**src/common/sgp_pkg.sv**
```systemverilog
// Shared constants, register map and state types of the descriptor prefetcher.
package sgp_pkg;
  // Descriptor and host address geometry.
  localparam int ADDR_W = 64;
  localparam int DESC_W = 64;
  localparam logic [7:0] DESC_BYTES = 8'h08;
  localparam logic [3:0] DESC_BYTES_LOG = 4'h3;
  localparam logic [3:0] MRRS_BASE_LOG = 4'h7;
  localparam logic [3:0] GROUP_LOG_MAX = 4'hf;
  // Register indices on the register port.
  localparam int REG_IDX_W = 2;
  localparam logic [1:0] REG_ADDR_LO = 2'h0;
  localparam logic [1:0] REG_ADDR_HI = 2'h1;
  localparam logic [1:0] REG_CTRL = 2'h2;
  localparam logic [1:0] REG_TMO = 2'h3;
  // Field positions.
  localparam int RUN_LSB = 0;
  localparam int STATE_LSB = 4;
  localparam int ERR_BIT = 8;
  localparam int CUR_LSB = 24;
  localparam int MAX_LSB = 28;
  localparam int TMO_LSB = 0;
  localparam int TMO_DIS_BIT = 31;
  // Run level commands.
  localparam logic [3:0] RUN_IDLE = 4'h0;
  localparam logic [3:0] RUN_GO = 4'h1;
  localparam logic [3:0] RUN_ABORT = 4'h2;
  // Reset values.
  localparam logic [31:0] ADDR_RST = 32'h0000_0000;
  localparam logic [15:0] TMO_RST = 16'hffff;
  localparam logic TMO_DIS_RST = 1'b0;
  // Timing: clock period and timeout unit, both in ns.
  localparam logic [18:0] CLK_NS = 19'h00019;
  localparam logic [2:0] TMO_UNIT_NS = 3'h4;

  typedef enum logic [1:0] {ST_IDLE, ST_REQ, ST_WAIT, ST_DRAIN} sgp_state_e;
  typedef enum logic [1:0] {ENG_STOPPED, ENG_RUNNING, ENG_STOPPING} sgp_eng_e;
endpackage : sgp_pkg

```
**src/common/sgp_if.sv**
```systemverilog
// Link between the prefetch manager and the host memory / acquisition engine side.
`timescale 1ns/100ps
interface sgp_if;
  import sgp_pkg::*;
  logic rd_req_valid;
  logic [ADDR_W-1:0] rd_req_addr;
  logic [3:0] rd_req_log;
  logic rd_req_ready;
  logic cpl_valid;
  logic [DESC_W-1:0] cpl_data;
  logic desc_valid;
  logic [DESC_W-1:0] desc_data;
  logic desc_ready;

  modport mgr (
    output rd_req_valid, rd_req_addr, rd_req_log, desc_valid, desc_data,
    input rd_req_ready, cpl_valid, cpl_data, desc_ready
  );
  modport far (
    input rd_req_valid, rd_req_addr, rd_req_log, desc_valid, desc_data,
    output rd_req_ready, cpl_valid, cpl_data, desc_ready
  );
endinterface : sgp_if

```
**src/design/sgp_cache.sv**
```systemverilog
// Local descriptor cache: a flushable FIFO with registered valid.
`timescale 1ns/100ps
module sgp_cache
  import sgp_pkg::*;
#(
  parameter int DEPTH_LOG = 4
) (
  input wire logic clock,
  input wire logic resetn,
  input wire logic flush,
  input wire logic wr_valid,
  input wire logic [DESC_W-1:0] wr_data,
  output logic [DEPTH_LOG:0] free,
  output logic rd_valid,
  output logic [DESC_W-1:0] rd_data,
  input wire logic rd_ready
);
  localparam logic [DEPTH_LOG:0] DEPTH = (DEPTH_LOG+1)'(1 << DEPTH_LOG);

  typedef struct packed {
    logic [DEPTH_LOG-1:0] wp;
    logic [DEPTH_LOG-1:0] rp;
    logic [DEPTH_LOG:0] cnt;
    logic valid;
  } sgp_cache_s;

  sgp_cache_s s_r, s_nxt;
  logic [DESC_W-1:0] mem [0:(1<<DEPTH_LOG)-1];
  logic push;
  logic pop;

  // A write into a full cache is dropped; the manager reserves room before asking.
  assign push = wr_valid && (s_r.cnt != DEPTH) && !flush;
  assign pop = s_r.valid && rd_ready && !flush;

  // Pointer and occupancy update; flush discards every held entry.
  always_comb begin
    s_nxt = s_r;
    if (flush) begin
      s_nxt.wp = '0;
      s_nxt.rp = '0;
      s_nxt.cnt = '0;
    end else begin
      if (push) begin
        s_nxt.wp = s_r.wp + 1'b1;
      end
      if (pop) begin
        s_nxt.rp = s_r.rp + 1'b1;
      end
      s_nxt.cnt = s_r.cnt + (DEPTH_LOG+1)'(push) - (DEPTH_LOG+1)'(pop);
    end
    s_nxt.valid = (s_nxt.cnt != '0);
  end

  always_ff @(posedge clock or negedge resetn) begin
    if (!resetn) begin
      s_r <= '0;
    end else begin
      s_r <= s_nxt;
    end
  end

  // Storage has no reset; only entries counted as held are ever read.
  always_ff @(posedge clock) begin
    if (push) begin
      mem[s_r.wp] <= wr_data;
    end
  end

  assign free = DEPTH - s_r.cnt;
  assign rd_valid = s_r.valid;
  assign rd_data = mem[s_r.rp];
endmodule : sgp_cache

```
**src/design/sgp_mgr.sv**
```systemverilog
// Descriptor prefetch manager: registers, fetch sequencer and cache.
`timescale 1ns/100ps
module sgp_mgr
  import sgp_pkg::*;
#(
  parameter int CACHE_LOG = 4
) (
  input wire logic clock,
  input wire logic resetn,
  sgp_if.mgr link,
  input wire logic [2:0] max_read_req,
  input wire logic reg_wr,
  input wire logic reg_rd,
  input wire logic [REG_IDX_W-1:0] reg_addr,
  input wire logic [31:0] reg_wdata,
  output logic [31:0] reg_rdata
);
  localparam logic [3:0] CACHE_LOG_V = 4'(CACHE_LOG);

  typedef struct packed {
    sgp_state_e st;
    logic [31:0] lo;
    logic [31:0] hi;
    logic [3:0] run;
    logic [15:0] tmo;
    logic tmo_dis;
    logic err;
    logic restart;
    logic [ADDR_W-1:0] fetch_addr;
    logic [15:0] beats;
    logic [18:0] ns;
    logic req_valid;
    logic [3:0] req_log;
    logic [3:0] max_log;
    logic [31:0] rdata;
  } sgp_mgr_s;

  sgp_mgr_s s_r, s_nxt;
  logic [CACHE_LOG:0] free;
  logic cache_wr;
  logic cache_flush;
  logic [3:0] cur_log;
  logic [4:0] max_sum;
  logic [18:0] tmo_limit;
  logic timed_out;
  logic [15:0] group_cnt;

  // The largest group is what one maximum-size read request can carry.
  assign max_sum = 5'(max_read_req) + 5'(MRRS_BASE_LOG) - 5'(DESC_BYTES_LOG);
  // A group must also fit in the cache, or it could never be reserved.
  assign cur_log = (s_r.max_log < CACHE_LOG_V) ? s_r.max_log : CACHE_LOG_V;
  assign group_cnt = 16'h0001 << cur_log;
  // Time spent waiting is kept in ns so the 4 ns unit needs no divider.
  assign tmo_limit = 19'(s_r.tmo) * 19'(TMO_UNIT_NS);
  assign timed_out = !s_r.tmo_dis && (s_r.ns >= tmo_limit);

  // Register file, fetch sequencer and abort handling.
  always_comb begin
    s_nxt = s_r;
    cache_wr = 1'b0;
    cache_flush = 1'b0;
    s_nxt.max_log = (max_sum > 5'(GROUP_LOG_MAX)) ? GROUP_LOG_MAX : max_sum[3:0];
    if (reg_wr) begin
      unique case (reg_addr)
        REG_ADDR_LO: s_nxt.lo = reg_wdata;
        REG_ADDR_HI: s_nxt.hi = reg_wdata;
        REG_CTRL: begin
          s_nxt.run = reg_wdata[RUN_LSB +: 4];
          if (reg_wdata[ERR_BIT]) begin
            s_nxt.err = 1'b0;
          end
        end
        REG_TMO: begin
          if (s_r.st == ST_IDLE) begin
            s_nxt.tmo = reg_wdata[TMO_LSB +: 16];
            s_nxt.tmo_dis = reg_wdata[TMO_DIS_BIT];
          end
        end
      endcase
    end
    if (reg_rd) begin
      unique case (reg_addr)
        REG_ADDR_LO: s_nxt.rdata = s_r.lo;
        REG_ADDR_HI: s_nxt.rdata = s_r.hi;
        REG_CTRL: begin
          s_nxt.rdata = '0;
          s_nxt.rdata[RUN_LSB +: 4] = s_r.run;
          s_nxt.rdata[STATE_LSB +: 2] = s_r.st;
          s_nxt.rdata[ERR_BIT] = s_r.err;
          s_nxt.rdata[CUR_LSB +: 4] = cur_log;
          s_nxt.rdata[MAX_LSB +: 4] = s_r.max_log;
        end
        REG_TMO: begin
          s_nxt.rdata = '0;
          s_nxt.rdata[TMO_LSB +: 16] = s_r.tmo;
          s_nxt.rdata[TMO_DIS_BIT] = s_r.tmo_dis;
        end
      endcase
    end
    // Abort empties the cache every cycle it is held except a cycle in which a drain times out, so nothing stale survives.
    if (s_r.run == RUN_ABORT) begin
      cache_flush = 1'b1;
      s_nxt.restart = 1'b1;
    end
    unique case (s_r.st)
      ST_IDLE: begin
        // Fetching ignores the engine; only the run level, the error flag and cache room gate it.
        if (s_r.run == RUN_GO && !s_r.err && free >= (CACHE_LOG+1)'(group_cnt)) begin
          s_nxt.req_valid = 1'b1;
          s_nxt.req_log = cur_log;
          s_nxt.st = ST_REQ;
          if (s_r.restart) begin
            s_nxt.fetch_addr = {s_r.hi, s_r.lo};
            s_nxt.restart = 1'b0;
          end
        end
      end
      ST_REQ: begin
        if (link.rd_req_ready) begin
          s_nxt.req_valid = 1'b0;
          s_nxt.beats = 16'h0001 << s_r.req_log;
          s_nxt.ns = '0;
          s_nxt.st = (s_r.run == RUN_ABORT) ? ST_DRAIN : ST_WAIT;
        end else if (s_r.run == RUN_ABORT) begin
          s_nxt.req_valid = 1'b0;
          s_nxt.st = ST_IDLE;
        end
      end
      ST_WAIT, ST_DRAIN: begin
        if (link.cpl_valid) begin
          // Beats in drain belong to an aborted group and are thrown away.
          cache_wr = (s_r.st == ST_WAIT) && (s_r.run != RUN_ABORT);
          s_nxt.ns = '0;
          s_nxt.beats = s_r.beats - 16'h0001;
          if (s_r.beats == 16'h0001) begin
            s_nxt.st = ST_IDLE;
            // The next group starts right after the last descriptor of this one.
            s_nxt.fetch_addr = s_r.fetch_addr
              + ADDR_W'(32'(16'h0001 << s_r.req_log) * 32'(DESC_BYTES));
          end
        end else if (timed_out) begin
          // A lost completion leaves the list position unknown, so restart it.
          s_nxt.err = (s_r.st == ST_WAIT);
          s_nxt.restart = 1'b1;
          s_nxt.st = ST_IDLE;
          cache_flush = (s_r.st == ST_WAIT);
        end else if (s_r.ns < tmo_limit) begin
          s_nxt.ns = s_r.ns + CLK_NS;
        end
        if (s_r.st == ST_WAIT && s_r.run == RUN_ABORT) begin
          s_nxt.st = (s_nxt.st == ST_IDLE) ? ST_IDLE : ST_DRAIN;
        end
      end
    endcase
  end

  // After reset the first run fetches from the programmed start address.
  always_ff @(posedge clock or negedge resetn) begin
    if (!resetn) begin
      s_r <= '{st: ST_IDLE, lo: ADDR_RST, hi: ADDR_RST, run: RUN_IDLE, tmo: TMO_RST,
               tmo_dis: TMO_DIS_RST, restart: 1'b1, default: '0};
    end else begin
      s_r <= s_nxt;
    end
  end

  // The cache hands descriptors to the engine in the order they arrived.
  sgp_cache #(
    .DEPTH_LOG(CACHE_LOG)
  ) i_sgp_cache (
    .clock(clock),
    .resetn(resetn),
    .flush(cache_flush),
    .wr_valid(cache_wr),
    .wr_data(link.cpl_data),
    .free(free),
    .rd_valid(link.desc_valid),
    .rd_data(link.desc_data),
    .rd_ready(link.desc_ready)
  );

  // Link and register outputs come straight from the state register.
  assign link.rd_req_valid = s_r.req_valid;
  assign link.rd_req_addr = s_r.fetch_addr;
  assign link.rd_req_log = s_r.req_log;
  assign reg_rdata = s_r.rdata;
endmodule : sgp_mgr

```
**src/flat_wrapper.sv**
```systemverilog
// flat-port wrapper written by rule: the top's interface ports become plain ports
module sgp_mgr_flat import sgp_pkg::*;
#(
  parameter int CACHE_LOG = 4
)
  (clock, resetn, max_read_req, reg_wr, reg_rd, reg_addr, reg_wdata, reg_rdata, link_rd_req_valid, link_rd_req_addr, link_rd_req_log, link_desc_valid, link_desc_data, link_rd_req_ready, link_cpl_valid, link_cpl_data, link_desc_ready);
  sgp_if link_i ();
  input wire logic clock;
  input wire logic resetn;
  input wire logic [2:0] max_read_req;
  input wire logic reg_wr;
  input wire logic reg_rd;
  input wire logic [REG_IDX_W-1:0] reg_addr;
  input wire logic [31:0] reg_wdata;
  output logic [31:0] reg_rdata;
  output wire logic [$bits(link_i.rd_req_valid)-1:0] link_rd_req_valid;
  output wire logic [$bits(link_i.rd_req_addr)-1:0] link_rd_req_addr;
  output wire logic [$bits(link_i.rd_req_log)-1:0] link_rd_req_log;
  output wire logic [$bits(link_i.desc_valid)-1:0] link_desc_valid;
  output wire logic [$bits(link_i.desc_data)-1:0] link_desc_data;
  input wire logic [$bits(link_i.rd_req_ready)-1:0] link_rd_req_ready;
  input wire logic [$bits(link_i.cpl_valid)-1:0] link_cpl_valid;
  input wire logic [$bits(link_i.cpl_data)-1:0] link_cpl_data;
  input wire logic [$bits(link_i.desc_ready)-1:0] link_desc_ready;
  assign link_rd_req_valid = link_i.rd_req_valid;
  assign link_rd_req_addr = link_i.rd_req_addr;
  assign link_rd_req_log = link_i.rd_req_log;
  assign link_desc_valid = link_i.desc_valid;
  assign link_desc_data = link_i.desc_data;
  assign link_i.rd_req_ready = link_rd_req_ready;
  assign link_i.cpl_valid = link_cpl_valid;
  assign link_i.cpl_data = link_cpl_data;
  assign link_i.desc_ready = link_desc_ready;
  sgp_mgr #(.CACHE_LOG(CACHE_LOG)) u_core (.clock(clock), .resetn(resetn), .link(link_i), .max_read_req(max_read_req), .reg_wr(reg_wr), .reg_rd(reg_rd), .reg_addr(reg_addr), .reg_wdata(reg_wdata), .reg_rdata(reg_rdata));
endmodule
```
**config.mk**
```make
export PLATFORM = sky130hd
export DESIGN_NAME = sgp_mgr_flat
export DESIGN_NICKNAME = d
export VERILOG_FILES = /design/src/common/sgp_pkg.sv /design/src/common/sgp_if.sv /design/src/design/sgp_cache.sv /design/src/design/sgp_mgr.sv /design/src/flat_wrapper.sv
export SDC_FILE = /design/constraint.sdc
export NUM_CORES = 1
export LEC_CHECK = 0
export ABC_AREA = 1
export BUFFER_PORTS_ARGS = -buffer_cell sky130_fd_sc_hd__buf_2
export CORE_MARGIN = 2
export CORE_UTILIZATION = 29
export CTS_BUF_LIST = sky130_fd_sc_hd__clkbuf_8
export DETAILED_ROUTE_END_ITERATION = 7
export PLACE_DENSITY = 0.5
export SLEW_MARGIN = 0
export SYNTH_ARGS = -nofsm -noshare
export SYNTH_HDL_FRONTEND = slang
export SYNTH_SLANG_ARGS = --single-unit
export TNS_END_PERCENT = 1
```
**constraint.sdc**
```tcl
create_clock -name clock -period 6.41 [get_ports clock]
set_input_delay 0.9615 -clock clock [delete_from_list [all_inputs] [get_ports clock]]
set_output_delay 0.9615 -clock clock [all_outputs]
set_load 0.005 [all_outputs]
```
==> impl_metrics.tcl <==
set metrics [dict create \
    port_buffers 273 \
    min_period_over_period_pct 85.65 \
    num_rows 159 \
    grt_max_degree 151 \
    finClkSkew_ns 0.09764 \
    hold_path.startpoint "reg_wdata[16]" \
    drive_gt1_share_pct 13.55 \
    slowest_stage "buf_4" \
    status "finished clean" \
    tightest_slew_ns 1.234 \
    die_x_um 437.7 \
    arrival_ns 4.53 \
    path_buf_inv 3 \
    coreArea_um2 187400 \
    reg2reg_from "u_core.s_r[155]" \
    clkSinkCount 1267 \
    dr_wl_met3_um 9629 \
    cp.required_ns 5.45 \
    fin_nets 5242 \
    cp_cell_sequence "buf_4 -> buf_4 -> o21ai_0 -> o22ai_1 -> o21ai_0 -> o21ai_0 -> buf_2" \
    grt_first_pass_wirelength_um 258700 \
    track_usage_pct 18.10 \
    ys_top_cells_by_count "1,024 x edfxtp_1, 888 x nand2_1, 575 x o21ai_0" \
    synthCells 4892 \
    vias 38760 \
    clk-insertion-delay-late_ns 1.02 \
    post_dp_cell_area_um2 58020 \
    p_sw_share_pct 37.46 \
    instances_no_fill 7766 \
    yosysTopAreaCell "edfxtp_1" \
    crit_start "u_core.i_sgp_cache.s_r[6]" \
    switchingPower_mw 9.446 \
    worst_setup_path_end_kind "output pin" \
    post-place-ws_ns 1.858 \
    worstSetupPathType "reg2out" \
    root_buffer "clkbuf_8" \
    rsz0062_at_grt "no" \
    routabilityCongestion 0.8812 \
    numCtsBuffers 219 \
    slew_headroom_pct 17.71 \
    die-area_um2 191500 \
    place_hpwl_um 97780 \
    p_int_mw 15.77 \
    pwr-share-clk_pct 29.2 \
    p_comb_share_pct 30.0 \
    initial_core_util_pct 29.10 \
    drv_cap 0 \
    dr.pass1.iters 6 \
    highest_layer "met5" \
    wl_met1_um 76580 \
    grt-ovfl-total 0 \
    finalInstanceArea_um2 62440 \
    area_growth_pct 14.49 \
    yosysMostFrequentCell "edfxtp_1" \
    htree_levels 4 \
    post_cts_resized 0 \
    fin_crit_ns 5.490 \
    die_h_um 437.7 \
    finalSetupTns_ns 0 \
    finalPower_mw 25.22 \
    via_per_inst 4.991 \
    clock_path_buffers 3 \
    power_frac_seq_pct 40.8 \
    synth_cell_types 53 \
    syn_nets 5058 \
    io_pins 274 \
    tritoncts "done" \
    netlist.area_leader.share_pct 56.38 \
    peakVddDrop_mv 0.3465 \
    wl_met2_um 86300 \
    ant_nets 0 \
    hold_class "in2reg" \
    synth_warnings 0 \
    max_freq_mhz 182.1 \
    max_stage_delay_ns 0.82 \
    route.detailed.drc 0 \
    syn_area_per_cell_um2 11.15 \
    netlist_area_um2 54540 \
    post_cts_buffers 0 \
    clkTransAtPathRegs_ns 0.06 \
    synthTopCellsByArea "edfxtp_1 56%, dfrtp_1 10%, nand2_1 6.1%, o21ai_0 5.3%, nor2_1 3.4%" \
    grt_antenna_before_repair 24 \
    ys_seq_area_share_pct 67.57 \
    setup_ws_ns 0.9198 \
    async_reset_ff_share_pct 19.18 \
    setup_violations 0 \
    synth_ff_type "edfxtp_1" \
    slew_viol_final 0 \
    worst_path_most_repeated_cell "o21ai_0" \
    hold_viol_final 0 \
    dp_cells 7349 \
    wl_per_cell_um 22.77 \
    p_leak_nw 23.01 \
    synth_edf_count 1024 \
    drt_iter0_markers 3324 \
    ys_ff_latch 1267 \
    startpoint_type "flop" \
    wl_um 176900 \
    holdWs_ns 0.2737 \
    crit_family "buffers and inverters" \
    final_util_pct 33.32 \
    grt_pass1_vias 37680 \
    p_per_area_nw_per_um2 403.9 \
    critPathMaxFanout 78 \
]
==> placed cells by master (no fill, tap or decap), types with 45 or more instances in the layout <==
| cell type | n |
|---|---|
| a21oi_1 | 344 |
| buf_2 | 272 |
| clkbuf_8 | 233 |
| dfrtp_1 | 221 |
| edfxtp_1 | 1024 |
| ha_1 | 56 |
| inv_1 | 273 |
| nand2_1 | 884 |
| nand3_1 | 144 |
| nor2_1 | 483 |
| nor3_1 | 45 |
| o21ai_0 | 575 |
| o21ai_1 | 57 |
| o221ai_1 | 128 |
| o22ai_1 | 134 |
==> registers in the layout, indices dropped and copies added, names as in the netlist <==
signal,flops
u_core.i_sgp_cache.rd_valid,1
u_core.link.rd_req_log,4
u_core.s_r,128
u_core.i_sgp_cache.s_r,13
u_core.link.rd_req_addr,64
u_core.reg_rdata,32
u_core.link.rd_req_valid,1
u_core.i_sgp_cache.mem,1024
==> tightest hold or removal path: cells and delay by family <==
family / cells / cell delay, ns
AO/OA/AOI/OAI: 1 / 0.08
buffers and inverters: 2 / 0.16
==> per-layer routing <==
metal,GRT usage [%],vias up
met4,5.128,20
met1,23.87,19390
met2,30.39,1208
met3,3.256,275
li1,-,17870
met5,0,-
==> cell type report <==
cell class                 count  area [µm²]
antenna                        9       22.52
clock buffer                 233        3207
clock inverter               174        1181
fill                       19010      125000
inverter                     222       854.6
multi-input combinational   3031       15100
sequential                  1267       36870
tap                         2495        3122
timing repair buffer         335        2082
==> power by group through the flow <==
| stage | registers [mW] | clock network, mW | logic (mW) |
|---|---|---|---|
| CTS | 10.3 | 7.57 | 7.72 |
| floorplan | 10.1 | 0 | 4.85 |
| finish | 10.3 | 7.35 | 7.57 |
| global route | 10.4 | 7.92 | 8.47 |
| global placement | 10.4 | 0 | 7.68 |
| detailed placement | 10.4 | 0 | 7.69 |
==> cell families after synthesis <==
group / synth area share [%]
DFF: 67.57
and+or+nand+nor: 12.32
muxes: 0.02065
xor gates and xnor gates: 0.5300
buffers and inverters: 5.020
adders and majority gates: 1.358
AOI/OAI and AO/OA: 13.18
==> final timing paths <==
| check | slack, ns | endpoint | cells past startpoint |
|---|---|---|---|
| min in group asynchronous | 0.62 | u_core.reg_rdata[7] | 2 |
| min reg2reg | 0.48 | u_core.reg_rdata[5] | 2 |
| max reg2reg | 2.24 | u_core.i_sgp_cache.rd_valid | 22 |
| max | 0.92 | link_desc_data[59] | 7 |
| max in group asynchronous | 4.25 | u_core.i_sgp_cache.s_r[8] | 3 |
| min | 0.27 | u_core.s_r[211] | 3 |
==> repair_timing <==
item                                    4_1_cts  5_1_grt
endpoints found under the setup margin        0        0
hold endpoints to repair                     18        0
hold buffers                                  1        0
Note: power is estimated with default switching activity, not from simulation.
